$ cat src/core/esr_pkg.sv
// Constants and types for the exception state readback block.
// Assumes one 20 MHz clock and a plain strobe register port.
//------------------------------------------------------------
// Behaviour
//------------------------------------------------------------
// Behaviour
// - Bits 17:12 show best pending enabled exception
// - Apply threshold and fault mask, ignore priority mask
// - 0 none, 2 to 6 NMI and faults
// - 0x0B, 0x0E, 0x0F; other low codes reserved
// - Vectors report as 0x10 upward to 0x3B
// - Bit 11 low while preempted exceptions wait
// - Bit 11 counts ordinary interrupts only
// - Bits 10:6 reserved, read zero
// - Bits 5:0 show active exception number
// - Active field zero in thread mode
// - Active field equals program status number
package esr_pkg;

    // Register word offsets (byte addresses)
    localparam logic [7:0] ESR_OFS_ICS = 8'h00; // Interrupt control state
    localparam logic [7:0] ESR_OFS_MASK = 8'h04; // Threshold and fault mask

    // Field positions in the interrupt control state word
    localparam int ESR_POS_PEND = 12;
    localparam int ESR_POS_RETB = 11;
    localparam int ESR_POS_ACT = 0;

    // Field positions in the mask word
    localparam int ESR_POS_FMASK = 0;
    localparam int ESR_POS_BPRI = 5;

    // Reset values
    localparam logic [31:0] ESR_RST_WORD = 32'h0000_0000;
    localparam logic [5:0] ESR_RST_NUM = 6'h00;

    // Exception numbers
    localparam logic [5:0] ESR_EXC_NONE = 6'h00;
    localparam logic [5:0] ESR_EXC_NMI = 6'h02;
    localparam logic [5:0] ESR_EXC_HARD = 6'h03;
    localparam logic [5:0] ESR_EXC_MEM = 6'h04;
    localparam logic [5:0] ESR_EXC_USAGE = 6'h06;
    localparam logic [5:0] ESR_EXC_SVC = 6'h0B;
    localparam logic [5:0] ESR_EXC_PSV = 6'h0E;
    localparam logic [5:0] ESR_EXC_TICK = 6'h0F;
    localparam logic [5:0] ESR_EXC_VEC0 = 6'h10;
    localparam logic [5:0] ESR_EXC_VMAX = 6'h3B;
    localparam int ESR_VEC_BASE = 16; // Subtracted by software for the vector index

    // Priority levels: two fixed ones, then offset for programmable
    localparam logic [3:0] ESR_LVL_NMI = 4'h0;
    localparam logic [3:0] ESR_LVL_HARD = 4'h1;
    localparam logic [3:0] ESR_LVL_OFS = 4'h2;
    localparam logic [3:0] ESR_LVL_IDLE = 4'hF;

    // Read-only status fields
    typedef struct packed {
        logic [5:0] pend; // pending_exception_number
        logic retb; // return_to_base_flag
        logic [5:0] act; // active_exception_number
    } esr_ics_s;

    // Software-written masking state
    typedef struct packed {
        logic [2:0] bpri; // base_priority_threshold, implemented bits
        logic fmask; // fault_mask_register
    } esr_mask_s;

endpackage : esr_pkg

$ cat src/core/esr_readback.sv
// Exception state readback: pending, return-to-base and active fields.
// Assumes the exception controller supplies pending, enable, active,
// priority and program status state, synchronous to i_clk_sys.
//
// Design decisions made here: the address map and strobed register access.
`timescale 1ns/1ps

module esr_readback #(
    parameter int NUM_VEC = 44 // Peripheral vectors implemented
) (
    input wire logic i_clk_sys, // 20 MHz system clock
    input wire logic i_rst, // Asynchronous reset, active high
    input wire logic [7:0] i_addr, // Register byte address
    input wire logic [31:0] i_wdata, // Write data
    input wire logic i_wr, // Write strobe
    input wire logic i_rd, // Read strobe
    output logic [31:0] o_rdata, // Read data, cycle after i_rd
    input wire logic [63:0] i_exc_pend, // Pending per exception number
    input wire logic [63:0] i_exc_enab, // Enable per exception number
    input wire logic [63:0] i_exc_actv, // Active per exception number
    input wire logic [63:0][2:0] i_exc_prio, // Group priority per number
    input wire logic [5:0] i_psr_num, // interrupt_program_status number
    output esr_pkg::esr_ics_s o_ics // Registered status fields
);
    import esr_pkg::*;

    //--------------------------------------------------------
    // Elaboration checks
    //--------------------------------------------------------
    // Codes above 0x3B are reserved, so more vectors cannot be shown
    if (NUM_VEC < 1 || NUM_VEC > 44) begin : g_bad_vec
        $error("NUM_VEC must lie in 1..44");
    end

    //--------------------------------------------------------
    // Helpers
    //--------------------------------------------------------
    // True for codes that name a real exception on this part
    function automatic logic is_legal(input logic [5:0] num);
        logic ok;
        ok = 1'b0;
        if (num >= ESR_EXC_NMI && num <= ESR_EXC_USAGE) begin
            ok = 1'b1;
        end
        if (num == ESR_EXC_SVC || num == ESR_EXC_PSV || num == ESR_EXC_TICK) begin
            ok = 1'b1;
        end
        if (num >= ESR_EXC_VEC0 && 32'(num) < ESR_VEC_BASE + NUM_VEC) begin
            ok = 1'b1;
        end
        return ok;
    endfunction : is_legal

    // True for numbers that count toward return-to-base
    function automatic logic is_ordinary(input logic [5:0] num);
        return is_legal(num) && num > ESR_EXC_USAGE;
    endfunction : is_ordinary

    // Lowest level wins; ties go to the lower number
    function automatic logic [5:0] pick_best(input logic [63:0] cand,
                                             input logic [63:0][3:0] lvl);
        logic [5:0] best;
        logic [3:0] best_lvl;
        best = ESR_EXC_NONE;
        best_lvl = ESR_LVL_IDLE;
        for (int i = 63; i >= 1; i--) begin
            if (cand[i] && lvl[i] <= best_lvl) begin
                best = 6'(i);
                best_lvl = lvl[i];
            end
        end
        return best;
    endfunction : pick_best

    //--------------------------------------------------------
    // Mask register
    //--------------------------------------------------------
    esr_mask_s mask_q; // Threshold and fault mask held for software
    esr_mask_s mask_d; // Next mask value

    // Next mask: only a write to its own offset changes it
    always_comb begin
        mask_d = mask_q;
        if (i_wr && i_addr == ESR_OFS_MASK) begin
            mask_d.fmask = i_wdata[ESR_POS_FMASK];
            mask_d.bpri = i_wdata[ESR_POS_BPRI +: 3];
        end
    end

    // Mask register flops
    always_ff @(posedge i_clk_sys or posedge i_rst) begin
        if (i_rst) begin
            mask_q <= '0;
        end else begin
            mask_q <= mask_d;
        end
    end

    //--------------------------------------------------------
    // Pending selection
    //--------------------------------------------------------
    logic [63:0][3:0] lvl; // Effective level per number
    logic [63:0] cand; // Pending, enabled, legal and not masked
    logic [5:0] best; // Winning number this cycle

    // Candidates; the priority mask is not an input on purpose,
    // since the reported number must not depend on it
    always_comb begin
        for (int i = 0; i < 64; i++) begin
            lvl[i] = 4'(i_exc_prio[i]) + ESR_LVL_OFS;
            cand[i] = i_exc_pend[i] && i_exc_enab[i] && is_legal(6'(i));
            // Threshold masks programmable levels at or above it
            if (mask_q.bpri != 3'h0 && i_exc_prio[i] >= mask_q.bpri) begin
                cand[i] = 1'b0;
            end
            // Fault mask leaves only the non-maskable interrupt
            if (mask_q.fmask && 6'(i) != ESR_EXC_NMI) begin
                cand[i] = 1'b0;
            end
        end
        // Fixed levels, and these two cannot be disabled
        lvl[ESR_EXC_NMI] = ESR_LVL_NMI;
        lvl[ESR_EXC_HARD] = ESR_LVL_HARD;
        cand[ESR_EXC_NMI] = i_exc_pend[ESR_EXC_NMI];
        cand[ESR_EXC_HARD] = i_exc_pend[ESR_EXC_HARD] && !mask_q.fmask;
        best = pick_best(cand, lvl);
    end

    //--------------------------------------------------------
    // Return-to-base
    //--------------------------------------------------------
    logic others_actv; // Some other ordinary exception is active

    // Preempted work exists when an ordinary exception other than
    // the executing one is active; faults and NMI are left out
    always_comb begin
        others_actv = 1'b0;
        for (int i = 0; i < 64; i++) begin
            if (i_exc_actv[i] && is_ordinary(6'(i)) && 6'(i) != i_psr_num) begin
                others_actv = 1'b1;
            end
        end
    end

    //--------------------------------------------------------
    // Status register
    //--------------------------------------------------------
    esr_ics_s ics_q; // Registered status fields
    esr_ics_s ics_d; // Next status fields

    // Status follows controller state and the mask register, never a bus write
    always_comb begin
        ics_d.pend = best;
        ics_d.retb = !others_actv;
        // Thread mode has program status zero, so this reads zero
        ics_d.act = i_psr_num;
    end

    // Status flops
    always_ff @(posedge i_clk_sys or posedge i_rst) begin
        if (i_rst) begin
            ics_q <= '{pend: ESR_RST_NUM, retb: 1'b1, act: ESR_RST_NUM};
        end else begin
            ics_q <= ics_d;
        end
    end

    assign o_ics = ics_q;

    //--------------------------------------------------------
    // Read port
    //--------------------------------------------------------
    logic [31:0] rdata_q; // Read data register
    logic [31:0] rdata_d; // Next read data
    logic [31:0] ics_word; // Status packed into its word

    // Pack status; reserved bits stay zero
    always_comb begin
        ics_word = ESR_RST_WORD;
        ics_word[ESR_POS_PEND +: 6] = ics_q.pend;
        ics_word[ESR_POS_RETB] = ics_q.retb;
        ics_word[ESR_POS_ACT +: 6] = ics_q.act;
    end

    // Decode; unmapped offsets read zero, data stands one cycle
    always_comb begin
        rdata_d = ESR_RST_WORD;
        if (i_rd) begin
            unique case (i_addr)
                ESR_OFS_ICS: begin
                    rdata_d = ics_word;
                end
                ESR_OFS_MASK: begin
                    rdata_d[ESR_POS_FMASK] = mask_q.fmask;
                    rdata_d[ESR_POS_BPRI +: 3] = mask_q.bpri;
                end
                default: begin
                    rdata_d = ESR_RST_WORD;
                end
            endcase
        end
    end

    // Read data flops
    always_ff @(posedge i_clk_sys or posedge i_rst) begin
        if (i_rst) begin
            rdata_q <= ESR_RST_WORD;
        end else begin
            rdata_q <= rdata_d;
        end
    end

    assign o_rdata = rdata_q;
endmodule : esr_readback

$ cat config.mk
export PLATFORM = sky130hd
export DESIGN_NAME = esr_readback
export DESIGN_NICKNAME = d
export VERILOG_FILES = /design/src/core/esr_pkg.sv /design/src/core/esr_readback.sv
export SDC_FILE = /design/constraint.sdc
export NUM_CORES = 1
export LEC_CHECK = 0
export ABC_AREA = 1
export BUFFER_PORTS_ARGS = -buffer_cell sky130_fd_sc_hd__buf_2
export CAP_MARGIN = 0
export CORE_AREA = 2 2 231 233
export DETAILED_ROUTE_END_ITERATION = 8
export DIE_AREA = 0 0 233 235
export PLACE_DENSITY_LB_ADDON = 0.3
export SLEW_MARGIN = 20
export SYNTH_ARGS = -nofsm -noshare
export SYNTH_HDL_FRONTEND = slang
export SYNTH_SLANG_ARGS = --single-unit
$ cat constraint.sdc
create_clock -name i_clk_sys -period 44.5 [get_ports i_clk_sys]
set_clock_uncertainty 0.15 [all_clocks]
set_input_delay 8.9 -clock i_clk_sys [delete_from_list [all_inputs] [get_ports i_clk_sys]]
set_output_delay 8.9 -clock i_clk_sys [all_outputs]
set_load 0.03 [all_outputs]
==> reports/summary.txt <==
TIMING
-----------------------------------------------------------------------------------------------------------------
Ratio of final minimum period to clock period ......................................................         124%
Fin. Hold Viols ....................................................................................            0
Aggregate negative setup slack .....................................................................    -64.38 ns
Post-route setup slack .............................................................................    -10.76 ns
Unrepaired setup endpoints after global routing ....................................................          yes
Final Critical Period ..............................................................................     55.26 ns
Relative slew slack ................................................................................        39.1%
Fmax achieved ......................................................................................   0.0181 GHz
Worst Tran Pin Value ...............................................................................     0.891 ns
WHS ................................................................................................     0.340 ns
Final max-slew violation count .....................................................................            0
Count of endpoints failing setup in the final report ...............................................            6

CLOCK NETWORK
-----------------------------------------------------------------------------------------------------------------
Number of clock sinks ..............................................................................           32
Clock transition at the registers of the reported paths ............................................      0.06 ns
Maximum count of clock buffers along a single path .................................................            2
Clock tree from TritonCTS ..........................................................................          yes
Clock buffer count from CTS ........................................................................            5
Max H-tree Level ...................................................................................            2
Post-CTS Hold Buffers ..............................................................................            0
Clock root buffer ..................................................................................    clkbuf_16
Clk Latency, worst-skew pair .......................................................................      0.28 ns

WORST SETUP PATH
-----------------------------------------------------------------------------------------------------------------
Kind of end point of the critical path .............................................................    flip-flop
Startpoint class of the critical path ..............................................................   input port
Critical path data required time ...................................................................     44.56 ns
Startpoint-to-endpoint class of the critical path ..................................................    in -> reg
Largest driver fanout on the critical path .........................................................            8
Slowest stage cell, crit path ......................................................................         ha_1
Largest stage delay on the critical path ...........................................................      0.33 ns
Crit path top cell by count ........................................................................      nand2_2
WP data arrival ....................................................................................     55.32 ns

FLOORPLANNING
-----------------------------------------------------------------------------------------------------------------
Io pins ............................................................................................          479
CORE AREA ..........................................................................................    52200 µm²
Initial cell density of the core ...................................................................        29.8%
Die Span Y .........................................................................................       235 µm
Number of placement rows ...........................................................................           84
Die width ..........................................................................................       233 µm
Total Die Area .....................................................................................    54800 µm²

YOSYS
-----------------------------------------------------------------------------------------------------------------
Post-synth top flop ................................................................................      dfrtp_1
Combinational family with the most area after synthesis ............................................ simple AND/OR/NAND/NOR gates
Synth async-reset ratio ............................................................................         100%
Cell types with the largest area share after synthesis ............................................. ha_1 27%, nand2_1 14%, nand3_1 11%
Synthesis warning total ............................................................................            0
Area fraction in compound gates after synthesis ....................................................        15.0%
Portion of synthesized cell area occupied by the leading cell type .................................        26.5%
Register area share after synthesis ................................................................        5.15%
Post-synth cell types ..............................................................................           47
Count of flip-flops with a built-in enable after synthesis .........................................            0
Leading cell types by count after synthesis ........................................................ 560 x nand2_1, 410 x inv_1, 343 x nand3_1
Number of standard cells after synthesis ...........................................................         2560
Arithmetic-cell share of the synthesized area counting full adders, half adders and majority gates .        26.5%
Multiplexer fraction of the synthesized cell area ..................................................           0%
Top cell type by total area after synthesis ........................................................         ha_1
Netlist area before placement ......................................................................    15600 µm²
Xor/xnor share of the synthesized area .............................................................           0%
Simple-gate share of the synthesized area ..........................................................        40.0%
Number of synthesized register bits ................................................................           32
Post-Syn Area per Cell .............................................................................     6.08 µm²
Most repeated cell in the gate-level netlist after synthesis .......................................      nand2_1

PLACED DESIGN
-----------------------------------------------------------------------------------------------------------------
DP Area ............................................................................................    21200 µm²
Number of cells after detailed placement ...........................................................         3984
Placed wire-length estimate after detailed placement ...............................................      43.5 mm
Worst setup slack before clock tree synthesis ......................................................    -12.68 ns
Count of input and output buffers ..................................................................          348
Routability cong. ..................................................................................        0.871

GRT
-----------------------------------------------------------------------------------------------------------------
Largest net degree at the start of global routing ..................................................           50
Antenna violations before repair ...................................................................           11
Via count of the first global-routing pass .........................................................        18600
Gr usage total .....................................................................................        19.0%
GRT Residual Overflow ..............................................................................            0
Global-route wire length before repair .............................................................      87.2 mm

LAYOUT
-----------------------------------------------------------------------------------------------------------------
Share of cells above drive strength 1 ..............................................................        43.3%
Number of filler cells placed in the layout ........................................................         5351
Post-Layout Cell Count .............................................................................         4224
Final cell area excluding filler cells .............................................................    24600 µm²
Final cell utilization of the core .................................................................        47.1%
Layout net count ...................................................................................         4294
Layout area overhead ...............................................................................        58.2%

DETAILED ROUTING
-----------------------------------------------------------------------------------------------------------------
Number of vias after detailed routing ..............................................................        19700
Routed Wire Length .................................................................................      55.0 mm
Vias/cell ..........................................................................................         4.66
Antenna-violating nets left ........................................................................            0
Post-detailed-route wirelength per cell ............................................................      13.0 µm
Post-detailed-route DRC marker count ...............................................................            0
DRT iter0 DRCs .....................................................................................          611
First-pass detailed-route iteration total ..........................................................            5

POWER
-----------------------------------------------------------------------------------------------------------------
Leakage dissipation ................................................................................      13.7 nW
Worst voltage drop across the vdd grid .............................................................    0.0161 mV
Cell area power density ............................................................................  19.3 nW/µm²
Post-layout power ..................................................................................       476 µW

HOLD PATH
-----------------------------------------------------------------------------------------------------------------
Path type of the worst min-delay path ..............................................................   reg -> reg

OUTCOME
-----------------------------------------------------------------------------------------------------------------
Violations in the final reports .................................................................... setup timing
Result of the run .................................................................................. complete, but fails checks

JOB
-----------------------------------------------------------------------------------------------------------------
Max-cap violations .................................................................................            0

==> state kept, by name, indices dropped and copies added, names as in the netlist <==
name	flops
o_rdata	15
mask_q	4
o_ics	13
==> final timing paths <==
path | from | endpoint | slack, ns | depth (start not counted)
worst max-delay path | i_exc_prio[178] | o_ics[9] | -10.76 | 446
worst min-delay path | o_ics[6] | o_rdata[11] | 0.34 | 2
worst max register to register | mask_q[1] | o_ics[9] | -2.46 | 445
worst min register to register | o_ics[6] | o_rdata[11] | 0.34 | 2
max in group asynchronous | i_rst | mask_q[1] | 35.29 | 3
min in group asynchronous | i_rst | o_rdata[13] | 8.56 | 3
==> timing repair <==
action	4_1_cts	5_1_grt
setup endpoints to repair	6	6
resized for setup	233	148
setup buffers	187	40
pin swaps	275	298
==> cell usage in the layout (no fill, tap or decap), drive strengths merged, types with 35 or more instances in the layout <==
master and instances:
o21bai 43, nand3 349, inv 426, nand3b 35, o21ai 181, nand4 66, a21oi 118, o211ai 48
nand2 730, buf 995, nor2 101, ha 330
==> layout make-up <==
class,instances,area [µm²],share of cell area (%)
multi-input combinational,2060,14500,58.7
timing repair buffer,995,6640,27.0
inverter,436,1670,6.77
tap,688,861,3.50
sequential,32,803,3.26
clock buffer,7,153,0.620
clock inverter,1,30.0,0.122
antenna,5,12.5,0.0508
==> routing by layer <==
layer | share of wire (%) | global-route usage [%] | routed length, µm | vias up
met4 | 0.84 | 2.34 | 462 | 12
met3 | 3.2 | 1.66 | 1750 | 46
met2 | 51 | 35.5 | 27800 | 286
li1 | - | - | - | 10600
met5 | 0.15 | 0 | 84 | -
met1 | 45 | 24.1 | 24900 | 8787
==> cells by family (layout without fill, tap and decap cells) <==
| kind of cell | Yosys count | after routing |
|---|---|---|
| compound gates | 410 | 410 |
| fa+ha+maj | 330 | 330 |
| buf+inv | 484 | 1439 |
| flops | 32 | 32 |
| other cells | 1 | 22 |
| simple gates | 1303 | 1303 |
==> power breakdown <==
group | leakage, nW | switching (mW) | internal, mW
Sequential | 0.405 | 0.000871 | 0.0304
Combinational | 13.2 | 0.194 | 0.208
Clock | 0.0902 | 0.0133 | 0.0295
Total | 13.7 | 0.208 | 0.268
==> worst max-delay path: cells and delay by family <==
| kind | cells | cell delay, ns |
|---|---|---|
| AO/OA/AOI/OAI | 79 | 7.70 |
| buffers and inverters | 56 | 2.79 |
| adder cells (fa/ha/maj) | 50 | 13.76 |
| AND/OR/NAND/NOR | 261 | 22.17 |
(Power assumes the default switching activity.)
